[config.mk]
export PLATFORM = sky130hd
export DESIGN_NAME = rmc_config_regs
export DESIGN_NICKNAME = d
export VERILOG_FILES = /design/src/rmc_pkg.sv /design/src/rmc_config_regs.sv
export SDC_FILE = /design/constraint.sdc
export NUM_CORES = 1
export LEC_CHECK = 0
export BUFFER_PORTS_ARGS = -buffer_cell sky130_fd_sc_hd__buf_4
export CAP_MARGIN = 0
export CORE_MARGIN = 2
export CORE_UTILIZATION = 41
export DETAILED_ROUTE_END_ITERATION = 8
export PLACE_DENSITY = 0.8
export SETUP_SLACK_MARGIN = 0.2
export SLEW_MARGIN = 20
export SYNTH_ARGS = -nofsm -noshare
export SYNTH_HDL_FRONTEND = slang
export SYNTH_SLANG_ARGS = --single-unit
[constraint.sdc]
create_clock -name I_CLK_SYS -period 2.9 [get_ports I_CLK_SYS]
set_clock_uncertainty 0.1 [all_clocks]
set_input_delay 0.29 -clock I_CLK_SYS [delete_from_list [all_inputs] [get_ports I_CLK_SYS]]
set_output_delay 0.29 -clock I_CLK_SYS [all_outputs]
set_load 0.05 [all_outputs]
[src/rmc_pkg.sv]
// Package for the radio mode and modulation configuration block.
// Assumes a 32-bit APB slave with each register in one aligned word.
package rmc_pkg;

  localparam int unsigned RMC_CLK_HZ = 10_000_000;

  // Register indices; byte address is four times the index
  localparam logic [5:0] RMC_IDX_GEN_CONFIG = 6'h00;
  localparam logic [5:0] RMC_IDX_DATA_MOD_CONFIG = 6'h01;
  localparam int unsigned RMC_ADDR_W = 8;

  // General configuration field positions
  localparam int unsigned RMC_GEN_MODE_LSB = 5;
  localparam int unsigned RMC_GEN_BAND_LSB = 3;
  localparam int unsigned RMC_GEN_TUNE_LSB = 1;
  localparam int unsigned RMC_GEN_DIV_BIT = 0;

  // Data and modulation configuration field positions
  localparam int unsigned RMC_DM_MOD_LSB = 6;
  localparam int unsigned RMC_DM_DLOW_BIT = 5;
  localparam int unsigned RMC_DM_OOK_LSB = 3;
  localparam int unsigned RMC_DM_DHIGH_BIT = 2;
  localparam int unsigned RMC_DM_IF_LSB = 0;

  // Values after reset
  localparam logic [7:0] RMC_GEN_CONFIG_RST = 8'h28;
  localparam logic [7:0] RMC_DATA_MOD_CONFIG_RST = 8'h88;

  typedef enum logic [2:0] {
    RMC_MODE_SLEEP = 3'b000,
    RMC_MODE_STANDBY = 3'b001,
    RMC_MODE_SYNTH = 3'b010,
    RMC_MODE_RECEIVE = 3'b011
  } rmc_op_mode_e;

  typedef enum logic [1:0] {
    RMC_BAND_902_915 = 2'b00,
    RMC_BAND_915_928 = 2'b01,
    RMC_BAND_950_960 = 2'b10,
    RMC_BAND_RSVD = 2'b11
  } rmc_band_e;

  typedef enum logic [1:0] {
    RMC_MOD_RSVD0 = 2'b00,
    RMC_MOD_OOK = 2'b01,
    RMC_MOD_FSK = 2'b10,
    RMC_MOD_RSVD3 = 2'b11
  } rmc_mod_e;

  typedef enum logic [1:0] {
    RMC_DATA_CONTINUOUS = 2'b00,
    RMC_DATA_BUFFER = 2'b01,
    RMC_DATA_PACKET = 2'b10,
    RMC_DATA_PACKET_ALT = 2'b11
  } rmc_data_mode_e;

endpackage

[src/rmc_config_regs.sv]
// Mode and modulation configuration registers behind an APB slave.
// Assumes one clock, synchronous active-low reset, and an asynchronous
// calibration-cycle strobe from the synthesizer controller.
//
// Functional notes
// - Three-bit mode: 011 receive, 010 synthesizer, 001 stand-by default, 000 sleep.
// - Two-bit band: 00 902-915, 01 915-928 default, 10 950-960/863-870, 11 reserved.
// - Each calibration cycle toggles the tuning offset bits; default 00 adds nothing.
// - Divider-set select bit; writing 1 enables the second divider set.
// - Data/modulation register at index 0x01, resets to 0x88, all bits read/write.
// - Bits 7-6 modulation: 10 FSK default, 01 OOK, others reserved.
// - Bit 5 is the data mode low bit, default zero.
// - Bit 2 is the data mode high bit, default zero.
// - Data mode comes only from high bit and low bit paired.
// - Bits 4-3 OOK threshold: 10 average, 01 peak default, 11 reserved.
// - Bits 1-0 IF attenuation: 0, 4.5, 9, 13.5 dB less gain.
//
// Implementation choice: the APB slave port.
`timescale 1ns/1ps

module rmc_config_regs (
  input wire logic I_CLK_SYS,
  input wire logic I_RESET_N,
  input wire logic I_PSEL,
  input wire logic I_PENABLE,
  input wire logic I_PWRITE,
  input wire logic [rmc_pkg::RMC_ADDR_W-1:0] I_PADDR,
  input wire logic [31:0] I_PWDATA,
  input wire logic [3:0] I_PSTRB,
  output logic [31:0] O_PRDATA,
  output logic O_PREADY,
  output logic O_PSLVERR,
  input wire logic I_CAL_CYCLE,
  output logic [2:0] O_OP_MODE,
  output logic [1:0] O_BAND_SELECT,
  output logic [1:0] O_TUNING_OFFSET_SELECT,
  output logic O_DIVIDER_SET_SELECT,
  output logic [1:0] O_MODULATION_TYPE_SELECT,
  output logic [1:0] O_DATA_MODE,
  output logic [1:0] O_OOK_THRESHOLD_KIND,
  output logic [1:0] O_IF_ATTENUATION_SELECT
);
  import rmc_pkg::*;

  logic [7:0] gen_config;
  logic [7:0] data_mod_config;
  logic [2:0] cal_sync;
  logic cal_level;
  logic cal_event;
  logic access;
  logic write_take;
  logic hit_gen;
  logic hit_dm;
  logic mapped;
  logic [1:0] next_tune;
  logic [7:0] next_gen;

  function automatic logic addr_hits(input logic [RMC_ADDR_W-1:0] addr,
                                     input logic [5:0] idx);
    addr_hits = (addr[RMC_ADDR_W-1:2] == idx) && (addr[1:0] == 2'b00);
  endfunction

  assign hit_gen = addr_hits(I_PADDR, RMC_IDX_GEN_CONFIG);
  assign hit_dm = addr_hits(I_PADDR, RMC_IDX_DATA_MOD_CONFIG);
  assign mapped = hit_gen || hit_dm;
  // One wait state: ready rises on the second access cycle
  assign access = I_PSEL && I_PENABLE && !O_PREADY;
  assign write_take = I_PSEL && I_PENABLE && O_PREADY && I_PWRITE && I_PSTRB[0];

  // Strobe arrives from another domain; counted when stages two and three agree
  always_ff @(posedge I_CLK_SYS) begin
    if (!I_RESET_N) begin
      cal_sync <= 3'b000;
      cal_level <= 1'b0;
    end else begin
      cal_sync <= {cal_sync[1:0], I_CAL_CYCLE};
      if (cal_sync[1] == cal_sync[2]) begin
        cal_level <= cal_sync[2];
      end
    end
  end

  assign cal_event = (cal_sync[1] == cal_sync[2]) && cal_sync[2] && !cal_level;

  // Toggle applies on top of a same-cycle write so no calibration cycle is lost
  always_comb begin
    next_gen = gen_config;
    if (write_take && hit_gen) begin
      next_gen = I_PWDATA[7:0];
    end
    next_tune = next_gen[RMC_GEN_TUNE_LSB+:2];
    if (cal_event) begin
      next_tune = ~next_tune;
    end
    next_gen[RMC_GEN_TUNE_LSB+:2] = next_tune;
  end

  always_ff @(posedge I_CLK_SYS) begin
    if (!I_RESET_N) begin
      gen_config <= RMC_GEN_CONFIG_RST;
    end else begin
      gen_config <= next_gen;
    end
  end

  always_ff @(posedge I_CLK_SYS) begin
    if (!I_RESET_N) begin
      data_mod_config <= RMC_DATA_MOD_CONFIG_RST;
    end else if (write_take && hit_dm) begin
      data_mod_config <= I_PWDATA[7:0];
    end
  end

  always_ff @(posedge I_CLK_SYS) begin
    if (!I_RESET_N) begin
      O_PREADY <= 1'b0;
      O_PSLVERR <= 1'b0;
      O_PRDATA <= 32'h0000_0000;
    end else begin
      O_PREADY <= access;
      O_PSLVERR <= access && !mapped;
      if (access && !I_PWRITE && hit_gen) begin
        O_PRDATA <= {24'h00_0000, gen_config};
      end else if (access && !I_PWRITE && hit_dm) begin
        O_PRDATA <= {24'h00_0000, data_mod_config};
      end else begin
        O_PRDATA <= 32'h0000_0000;
      end
    end
  end

  // Field outputs are registered copies; reserved codes pass through unchanged
  always_ff @(posedge I_CLK_SYS) begin
    if (!I_RESET_N) begin
      O_OP_MODE <= RMC_GEN_CONFIG_RST[RMC_GEN_MODE_LSB+:3];
      O_BAND_SELECT <= RMC_GEN_CONFIG_RST[RMC_GEN_BAND_LSB+:2];
      O_TUNING_OFFSET_SELECT <= RMC_GEN_CONFIG_RST[RMC_GEN_TUNE_LSB+:2];
      O_DIVIDER_SET_SELECT <= RMC_GEN_CONFIG_RST[RMC_GEN_DIV_BIT];
      O_MODULATION_TYPE_SELECT <= RMC_DATA_MOD_CONFIG_RST[RMC_DM_MOD_LSB+:2];
      O_DATA_MODE <= {RMC_DATA_MOD_CONFIG_RST[RMC_DM_DHIGH_BIT],
                      RMC_DATA_MOD_CONFIG_RST[RMC_DM_DLOW_BIT]};
      O_OOK_THRESHOLD_KIND <= RMC_DATA_MOD_CONFIG_RST[RMC_DM_OOK_LSB+:2];
      O_IF_ATTENUATION_SELECT <= RMC_DATA_MOD_CONFIG_RST[RMC_DM_IF_LSB+:2];
    end else begin
      O_OP_MODE <= next_gen[RMC_GEN_MODE_LSB+:3];
      O_BAND_SELECT <= next_gen[RMC_GEN_BAND_LSB+:2];
      O_TUNING_OFFSET_SELECT <= next_gen[RMC_GEN_TUNE_LSB+:2];
      O_DIVIDER_SET_SELECT <= next_gen[RMC_GEN_DIV_BIT];
      O_MODULATION_TYPE_SELECT <= data_mod_config[RMC_DM_MOD_LSB+:2];
      // Bits are apart in the word; only this pair selects the mode
      O_DATA_MODE <= {data_mod_config[RMC_DM_DHIGH_BIT],
                      data_mod_config[RMC_DM_DLOW_BIT]};
      O_OOK_THRESHOLD_KIND <= data_mod_config[RMC_DM_OOK_LSB+:2];
      O_IF_ATTENUATION_SELECT <= data_mod_config[RMC_DM_IF_LSB+:2];
    end
  end

endmodule

# Word level (Yosys, flattened, before mapping)
# Cells that the tools add are included.
# totals
reg_bits	70
input_bits	50
output_inout_bits	50
elab_cells	47
# classes
eq_ne	2
muxes	4
bitwise	2
n_reduce_logical	23
# op_table
operator	count
$mux 8	3
$logic_and 1x1->1	15
$eq 6x1->1 const B	1
$logic_not 6->1	1
$logic_not 1->1	4
$logic_not 2->1	1
$mux 2	1
$not 2->2	1
$reduce_or 2->1	1
$eq 1x1->1	1
$logic_or 1x1->1	1
$not 1->1	1

# Longest topological paths before layout
# Gate-level depths: netlist (run 1).
# logic_depth
depth_word	8
ltp_mapped	6
ltp_nobuf	5

# Worst setup path before layout (run 1)
# OpenSTA, ideal clock, no wires.
# synth_timing
kind	input to register
start	in I_PADDR[7] (netlist bit)
end	reg gen_config[1]
setup_ns	0.134
t_arrival_ns	2.147
t_required_ns	2.666
path_slack_ns	0.519
stages	5
n_path_buf	1
cell_sequence	or4_1 buf_2 or4_4 and4_1 or4_1
# synth_between
elab_chain_len	6
# synth_lines
element	line_no	text
start, declared	rmc_config_regs.sv:27	input wire logic [rmc_pkg::RMC_ADDR_W-1:0] I_PADDR,
$logic_not 6->1 *	rmc_config_regs.sv:60	addr_hits = (addr[RMC_ADDR_W-1:2] == idx) && (addr[1:0] == 2'b00);
$logic_and 1x1->1 *	rmc_config_regs.sv:60	
$logic_and 1x1->1 *	rmc_config_regs.sv:88	if (write_take && hit_gen) begin
$mux 8 *	rmc_config_regs.sv:88	
$not 2->2	rmc_config_regs.sv:93	next_tune = ~next_tune;
$mux 2 *	rmc_config_regs.sv:92	if (cal_event) begin
end signal, assigned	rmc_config_regs.sv:102	gen_config <= next_gen;
end, declared	rmc_config_regs.sv:45	logic [7:0] gen_config;
# Every way passes the cells marked *; elsewhere a longest branch is shown, timed or not.
# A chain may end at the register's enable or synchronous reset.

# Worst setup path in the final report (run 1)
# layout_timing
start	in I_PADDR[7] (netlist bit)
end	reg gen_config[2]
# The elaborated chain is that of the path after synthesis.

==> results of run 1 <==
==> worst min path at each step <==
stage	start	end	cells past startpoint
floorplan	cal_sync[0]	cal_sync[1]	1
global placement	cal_sync[0]	cal_sync[1]	1
finish	I_CAL_CYCLE	cal_sync[0]	2
CTS	I_CAL_CYCLE	cal_sync[0]	2
global route	I_CAL_CYCLE	cal_sync[0]	2
detailed placement	cal_sync[0]	cal_sync[1]	1
==> metrics by stage <==
stage | setup slack (ps) | cell area, um2 | power (mW) | utilization, % | hold WS (ps)
after detailed placement | 303 | 1890 | 0.660 | 52.1 | 321
after CTS | 613 | 2040 | 1.21 | 56.1 | 102
after global routing | 573 | 2040 | 1.23 | 56.1 | 113
after floorplan | 519 | 1630 | 0.652 | - | 312
final | 604 | 2040 | 1.19 | 56.1 | 115
after global placement | 315 | 1890 | 0.659 | 52.1 | 321
==> routing by layer <==
| metal | wire length (um) | share of wire (%) | global-route usage (%) | up-vias |
|---|---|---|---|---|
| met3 | 203 | 6.7 | 4.28 | 4 |
| li1 | - | - | - | 589 |
| met1 | 1360 | 45 | 17.7 | 550 |
| met5 | 0 | 0 | 0 | - |
| met2 | 1440 | 47 | 24.4 | 41 |
| met4 | 34 | 1.1 | 6.77 | 0 |
==> layout make-up <==
| class | count | area (um2) | area share [%] |
|---|---|---|---|
| inverter | 2 | 7.51 | 0.369 |
| clock buffer | 6 | 82.6 | 4.05 |
| clock inverter | 2 | 60.1 | 2.95 |
| multi-input combinational | 108 | 668 | 32.8 |
| timing repair buffer | 53 | 398 | 19.5 |
| tap | 48 | 60.1 | 2.95 |
| sequential | 38 | 761 | 37.3 |
==> flip-flops by register name, indices dropped and copies added (netlist names) <==
signal                    cells
O_PSLVERR                     1
O_PRDATA                      8
cal_sync                      3
O_DATA_MODE                   2
O_OOK_THRESHOLD_KIND          2
O_IF_ATTENUATION_SELECT       2
O_PREADY                      1
O_MODULATION_TYPE_SELECT      2
data_mod_config               8
gen_config                    8
cal_level                     1
==> power by group through the flow <==
stage	clock (mW)	combinational (mW)	sequential (mW)
after floorplan	0	0.109	0.543
after global placement	0	0.121	0.538
after detailed placement	0	0.121	0.538
after CTS	0.559	0.121	0.526
after global routing	0.578	0.128	0.526
final	0.543	0.122	0.526
==> kinds of logic after synthesis <==
group / share of synthesized area (%)
AND/OR/NAND/NOR: 21.7
flip-flops: 49.2
buffers and inverters: 14.0
multiplexers: 9.71
AO/OA/AOI/OAI: 4.37
adder cells (fa/ha/maj): 0.809
other: 0.242
==> synthesized netlist by cell type <==
library cell	instances	share of area [%]
nor2_1	22	5.3
nor4b_1	2	1.1
mux2i_1	15	9.7
conb_1	1	0.24
dfxtp_1	38	49
nand3_1	2	0.65
nor4_4	1	1.4
buf_2	2	0.65
nand2b_1	4	1.6
ha_1	1	0.81
or4_1	4	1.9
o21a_1	1	0.49
nor4_1	4	1.6
inv_1	2	0.49
nand2_1	5	1.2
and2_1	9	3.6
clkbuf_1	5	1.2
buf_4	24	12
and4_1	2	1.1
nand4_1	1	0.40
or4_4	1	0.73
nand3b_1	1	0.49
a22oi_1	8	3.9
or3_1	1	0.40
==> critical path: stages <==
cell and delay (ps):
buf_4 100, or4_1 540, or4_4 670, and4_1 240, or4_1 520
==> flow_summary.toml, run 1 <==
[grt]
grt_pass1_vias = 1080
grt.overflow.total = 0
grt_max_degree = 21
antenna_found_initial = 0
grt.total_usage_pct = 14.8
grt_pass1_wl_um = 4750

[setup_path]
startpoint = "I_PADDR[7]"
rrSetupSlack_ps = 940
crit_fanout = 14
critPathRequiredTime_ps = 2960
critical_path_class = "in -> reg"
regToRegEndpoint = "gen_config[2]"
cp-end-kind = "flop"
crit_end = "gen_config[2]"
cp-start-kind = "primary input"
r2r_start = "O_PREADY"
cp.arrival_ps = 2360
r2r_cells = 4

[clock_tree]
cts_tree = "yes"
cts_buffers = 5
clockBufferDepth = 2
clock-sinks = 38
postCtsSetupRepairBufs = 0
clock-root-buffer = "clkbuf_8"
postCtsHoldBufs = 0
htree_num_levels = 2
clock_latency_ps = 280
post_cts_resized = 0
clk_pin_slew_worst_paths_ps = 70

[final_layout]
syn_to_final_growth_pct = 31.7
layout_commonest_cell = "buf_4"
most-common-layout-cells = "53 x buf_4, 38 x dfxtp_1, 24 x conb_1"
drive_gt1_share_pct = 31.1
antenna_cells = 0
num-fill-cells = 353
fin_cells = 257
fin_nets = 259

[power_and_ir_drop]
p_clk_share_pct = 45.6
irDropWorstVdd_mv = 0.343
powerDensity_nw_per_um2 = 585
intPower_uw = 919
leakagePower_nw = 0.946
seqPwrFrac_pct = 44.2
netSwitchingFraction_pct = 22.9
switchingPower_uw = 272
comb_power_share_pct = 10.2

[drt]
routed_wirelength_um = 3030
drt-initial-drc-count = 107
firstDrtPassIters = 3
drt-vias-per-instance = 4.61
drc = 0
antenna_left = 0
vias = 1184
avgRoutedWirePerCell_um = 11.8

[timing]
max_freq_mhz = 436
rsz0062_at_grt = "no"
setup-tns-final_ps = 0
setup_viol = 0
period_minus_slack_ps = 2300
hold_viol_final = 0
finalMaxSlewViolations = 0
period_share_pct = 79.2

[die]
die_y_um = 65.4
core_um2 = 3630
die-area_um2 = 4280
rows = 22
ios = 100
die-width_um = 65.4
start_util_pct = 42.6

[synth]
ys_warn_count = 0
syn_area_um2 = 1550
yosys_register_bits = 38
ys_types = 24
avgSynthCellArea_um2 = 9.91
seq_area_frac_synth_pct = 49.2
synthCells = 156

[placement]
place_inst = 249
io_buffers = 48
place_congestion = 0.642
hpwl_um = 2130

[flow_run]
maxCapViolations = 0

[status]
status = "complete, no violations"

[hold_path]
hp-class = "in -> reg"
No activity file was read; power rests on OpenSTA's default activity.
==> inputs of run 2 (changes only) <==
- clock period: 2.9 -> 2.25 ns (I/O delays scaled with it)
==> run 2 against run 1 <==
Routed wire length increased by 3.1%. Non-clock buffer count increased by 2. Cell area increased by 0.68%. Global-route usage increased by 0.57 points. Via count increased by 0.51%. Critical path type unchanged. Largest cell class unchanged.
==> flow_summary.toml, run 2 (synthesis gave the netlist of run 1 again) <==
[final_layout]
num-fill-cells = 357
drive_gt1_share_pct = 32.2
final-seq-area_um2 = 761
largestRegisters = "O_PRDATA (8), data_mod_config (8), gen_config (8)"
layout_commonest_cell = "buf_4"
antenna_cells = 0
fin_nets = 261
most-common-layout-cells = "55 x buf_4, 38 x dfxtp_1, 24 x conb_1"
finalInstanceArea_um2 = 2050
syn_to_final_growth_pct = 32.6
final_util_pct = 56.4
multi_input_area_um2 = 672

[die]
die-width_um = 65.4
die-area_um2 = 4280
rows = 22
core_um2 = 3630
ios = 100
die_y_um = 65.4
start_util_pct = 42.6

[clock_tree]
clockBufferDepth = 2
cts_buffers = 5
clock-root-buffer = "clkbuf_8"
postCtsHoldBufs = 0
clk_pin_slew_worst_paths_ps = 70
clock-sinks = 38
htree_num_levels = 2
clock_latency_ps = 290
cts_tree = "yes"
postCtsSetupRepairBufs = 0
post_cts_resized = 0

[timing]
period_minus_slack_ps = 1980
rsz0062_at_grt = "no"
final.setup.worst_slack_ps = 272
setup_viol = 0
hold_viol_final = 0
finalMaxSlewViolations = 0
period_share_pct = 87.9
max_freq_mhz = 505

[placement]
placed_cell_area_um2 = 1910
pre_cts_ws_ps = -27.5
place_congestion = 0.790
hpwl_um = 2220
io_buffers = 48

[setup_path]
crit_fanout = 8
rrSetupSlack_ps = 310
cp.arrival_ps = 2050
r2r_start = "O_PREADY"
critical_path_class = "in -> reg"
cp-end-kind = "flop"
r2r_cells = 4
slowest_delay_ps = 530
cp-start-kind = "primary input"
regToRegEndpoint = "gen_config[1]"
cpMaxStageDelayCell = "or4_4"
cp_cell_sequence = "buf_4, or4_4, or4_4, and4_1, or4_1"
path_common_cell = "or4_4"
critPathRequiredTime_ps = 2320

[grt]
grt_max_degree = 21
grt.total_usage_pct = 15.3
grt_pass1_vias = 1069
grt.overflow.total = 0
grt_pass1_wl_um = 4820
antenna_found_initial = 0

[drt]
firstDrtPassIters = 4
antenna_left = 0
drt-initial-drc-count = 70
drt-vias-per-instance = 4.59
routed_wirelength_um = 3130
avgRoutedWirePerCell_um = 12.1
vias = 1190
drc = 0

[power_and_ir_drop]
powerDensity_nw_per_um2 = 745
leakagePower_nw = 0.953
irDropWorstVdd_mv = 0.271

[status]
status = "complete, no violations"

[flow_run]
maxCapViolations = 0

[hold_path]
hp-class = "in -> reg"
worstHoldPathCells = 2
worstHoldEndpoint = "cal_sync[0]"
hold_path.startpoint = "I_CAL_CYCLE"
-- run 2: layer usage --
metal | GRT usage (%) | share of wire (%)
met2 | 24.6 | 49
met5 | 0 | 0
met3 | 4.97 | 6.7
met4 | 9.64 | 2.3
met1 | 17.6 | 42
-- run 2: how the worst max path moves through the flow --
stage | from | slack [ps] | cells past startpoint | to
after floorplan | I_PADDR[7] | 50 | 5 | gen_config[1]
after global placement | I_PADDR[7] | -20 | 5 | gen_config[2]
after detailed placement | I_PADDR[7] | -30 | 5 | gen_config[2]
after CTS | I_PADDR[7] | 290 | 5 | gen_config[1]
after global routing | I_PADDR[7] | 230 | 5 | gen_config[2]
final | I_PADDR[7] | 270 | 5 | gen_config[1]
-- run 2: cell type report --
| type | instances | area share [%] |
|---|---|---|
| Sequential cell | 38 | 37.1 |
| Multi-Input combinational cell | 108 | 32.8 |
| Timing Repair Buffer | 55 | 20.1 |
| Clock buffer | 5 | 3.36 |
| Clock inverter | 3 | 3.36 |
| Tap cell | 48 | 2.93 |
| Inverter | 2 | 0.366 |
-- run 2: power breakdown --
group	switching [mW]	internal, mW	total [mW]
logic	0.124	0.0361	0.160
registers	0.00209	0.676	0.678
clock network	0.245	0.444	0.689
total	0.371	1.16	1.53
-- run 2: critical path, delay by kind of cell --
| kind | cells | cell delay, ps |
|---|---|---|
| buffers and inverters | 1 | 100 |
| AND/OR/NAND/NOR | 4 | 1720 |
-- run 2: metrics by stage --
step / total power, mW / setup TNS, ps / hold slack, ps / instances
2_1_floorplan: 0.841 / 0 / 250 / 179
3_3_place_gp: 0.851 / -38.0 / 314 / 251
3_5_place_dp: 0.853 / -54.2 / 320 / 251
4_1_cts: 1.54 / 0 / 41.2 / 259
5_1_grt: 1.57 / 0 / 50.4 / 259
6_report: 1.53 / 0 / 44.4 / 259
==> inputs of run 3 (changes only) <==
- CORE_UTILIZATION: 41 -> 40
- PLACE_DENSITY: 0.8 -> 0.78
==> run 3 against run 2 <==
Cell area down 0.43%. Combinational power barely moved. Sequential cell count did not move. Worst setup slack better by 11 ps. Clock-buffer cell count unchanged. Critical path depth stayed put. Fmax grew 0.58%. Hold slack got worse by 15 ps. Global-route usage is 0.35 points lower. Sequential power barely moved. Critical path type unchanged.
==> flow_summary.toml, run 3 (synthesis gave the netlist of run 1 again) <==
[grt]
grt.total_usage_pct = 15.0
grt.overflow.total = 0
antenna_found_initial = 0
grt_pass1_wl_um = 4830
grt_max_degree = 21
grt_pass1_vias = 1095

[timing]
whs_ps = 29.6
setup-tns-final_ps = 0
period_share_pct = 87.4
period_minus_slack_ps = 1970
finalMaxSlewViolations = 0
hold_viol_final = 0
setup_viol = 0
rsz0062_at_grt = "no"
max_freq_mhz = 508

[setup_path]
critPathRequiredTime_ps = 2330
cp-end-kind = "flop"
slowest_delay_ps = 600
critical_path_class = "in -> reg"
cp_top_family = "simple AND/OR/NAND/NOR gates"
crit_fanout = 8
cp_cell_sequence = "buf_4, or3_1, or4_4, and4_1, or4_1"
crit_buf_inv = 1
cp-start-kind = "primary input"
cp.arrival_ps = 2040
cpMaxStageDelayCell = "or4_4"

[final_layout]
syn_to_final_growth_pct = 32.0
largestRegisters = "O_PRDATA (8), data_mod_config (8), gen_config (8)"
layout_commonest_cell = "buf_4"
num-fill-cells = 356
drive_gt1_share_pct = 32.9
finalInstanceArea_um2 = 2040
fin_nets = 263
multi_input_area_um2 = 672
most-common-layout-cells = "57 x buf_4, 38 x dfxtp_1, 24 x conb_1"
final-seq-area_um2 = 761
fin_cells = 261
antenna_cells = 0

[placement]
place_congestion = 0.673
io_buffers = 48
place_inst = 253
placed_cell_area_um2 = 1930
hpwl_um = 2170

[drt]
avgRoutedWirePerCell_um = 11.4
vias = 1185
routed_wirelength_um = 2980
drc = 0
firstDrtPassIters = 4
antenna_left = 0
drt-initial-drc-count = 80
drt-vias-per-instance = 4.54

[die]
ios = 100
die-width_um = 66.2
start_util_pct = 41.9
core_um2 = 3690
rows = 22
die_y_um = 66.2
die-area_um2 = 4380

[clock_tree]
htree_num_levels = 2
post_cts_resized = 0
clock-sinks = 38
clk_pin_slew_worst_paths_ps = 80
cts_buffers = 5
cts_tree = "yes"
postCtsHoldBufs = 0
postCtsSetupRepairBufs = 0
clockBufferDepth = 2
clock-root-buffer = "clkbuf_8"
clock_latency_ps = 300

[flow_run]
maxCapViolations = 0

[power_and_ir_drop]
leakagePower_nw = 0.943
irDropWorstVdd_mv = 0.346
totalPowerFinal_mw = 1.42
powerDensity_nw_per_um2 = 695

[status]
status = "complete, no violations"

[hold_path]
hp-class = "in -> reg"
-- run 3: per-layer routing --
metal	global-route usage, %	routed length, um	part of all wire (%)	up-vias
met5	0	0	0	-
met3	5.28	191	6.4	7
met4	7.65	65	2.2	0
met2	24.3	1480	50	41
met1	17.4	1240	42	543
li1	-	-	-	594
-- run 3: report_power, final --
part           switching [mW]  internal (mW)  total, mW
clock                   0.253          0.330      0.583
sequential            0.00194          0.676      0.678
combinational           0.122         0.0361      0.158
total                   0.377           1.04       1.42
-- run 3: final cells by class --
cell class	instances	share of cell area (%)
Sequential cell	38	37.3
Inverter	2	0.368
Tap cell	48	2.94
Clock buffer	5	3.37
Multi-Input combinational cell	108	32.9
Clock inverter	3	2.21
Timing Repair Buffer	57	21.0
-- run 3: stage by stage --
step,utilization (%),setup slack (ps)
detailed placement,52.3,-34.9
global placement,52.3,-22.5
floorplan,-,50.9
finish,55.4,283
CTS,55.4,289
global route,55.4,236
-- run 3: worst reg2reg max path, delay by kind of cell, from the launching register on --
family | cells | cell delay (ps)
flops | 1 | 370
simple gates | 4 | 1330
-- run 3: final timing paths --
check | endpoint | slack [ps] | startpoint | depth (start not counted)
max | gen_config[2] | 280 | I_PADDR[3] | 5
min | cal_sync[0] | 30 | I_CAL_CYCLE | 2
max reg2reg | gen_config[2] | 340 | O_PREADY | 4
min reg2reg | cal_sync[1] | 350 | cal_sync[0] | 1
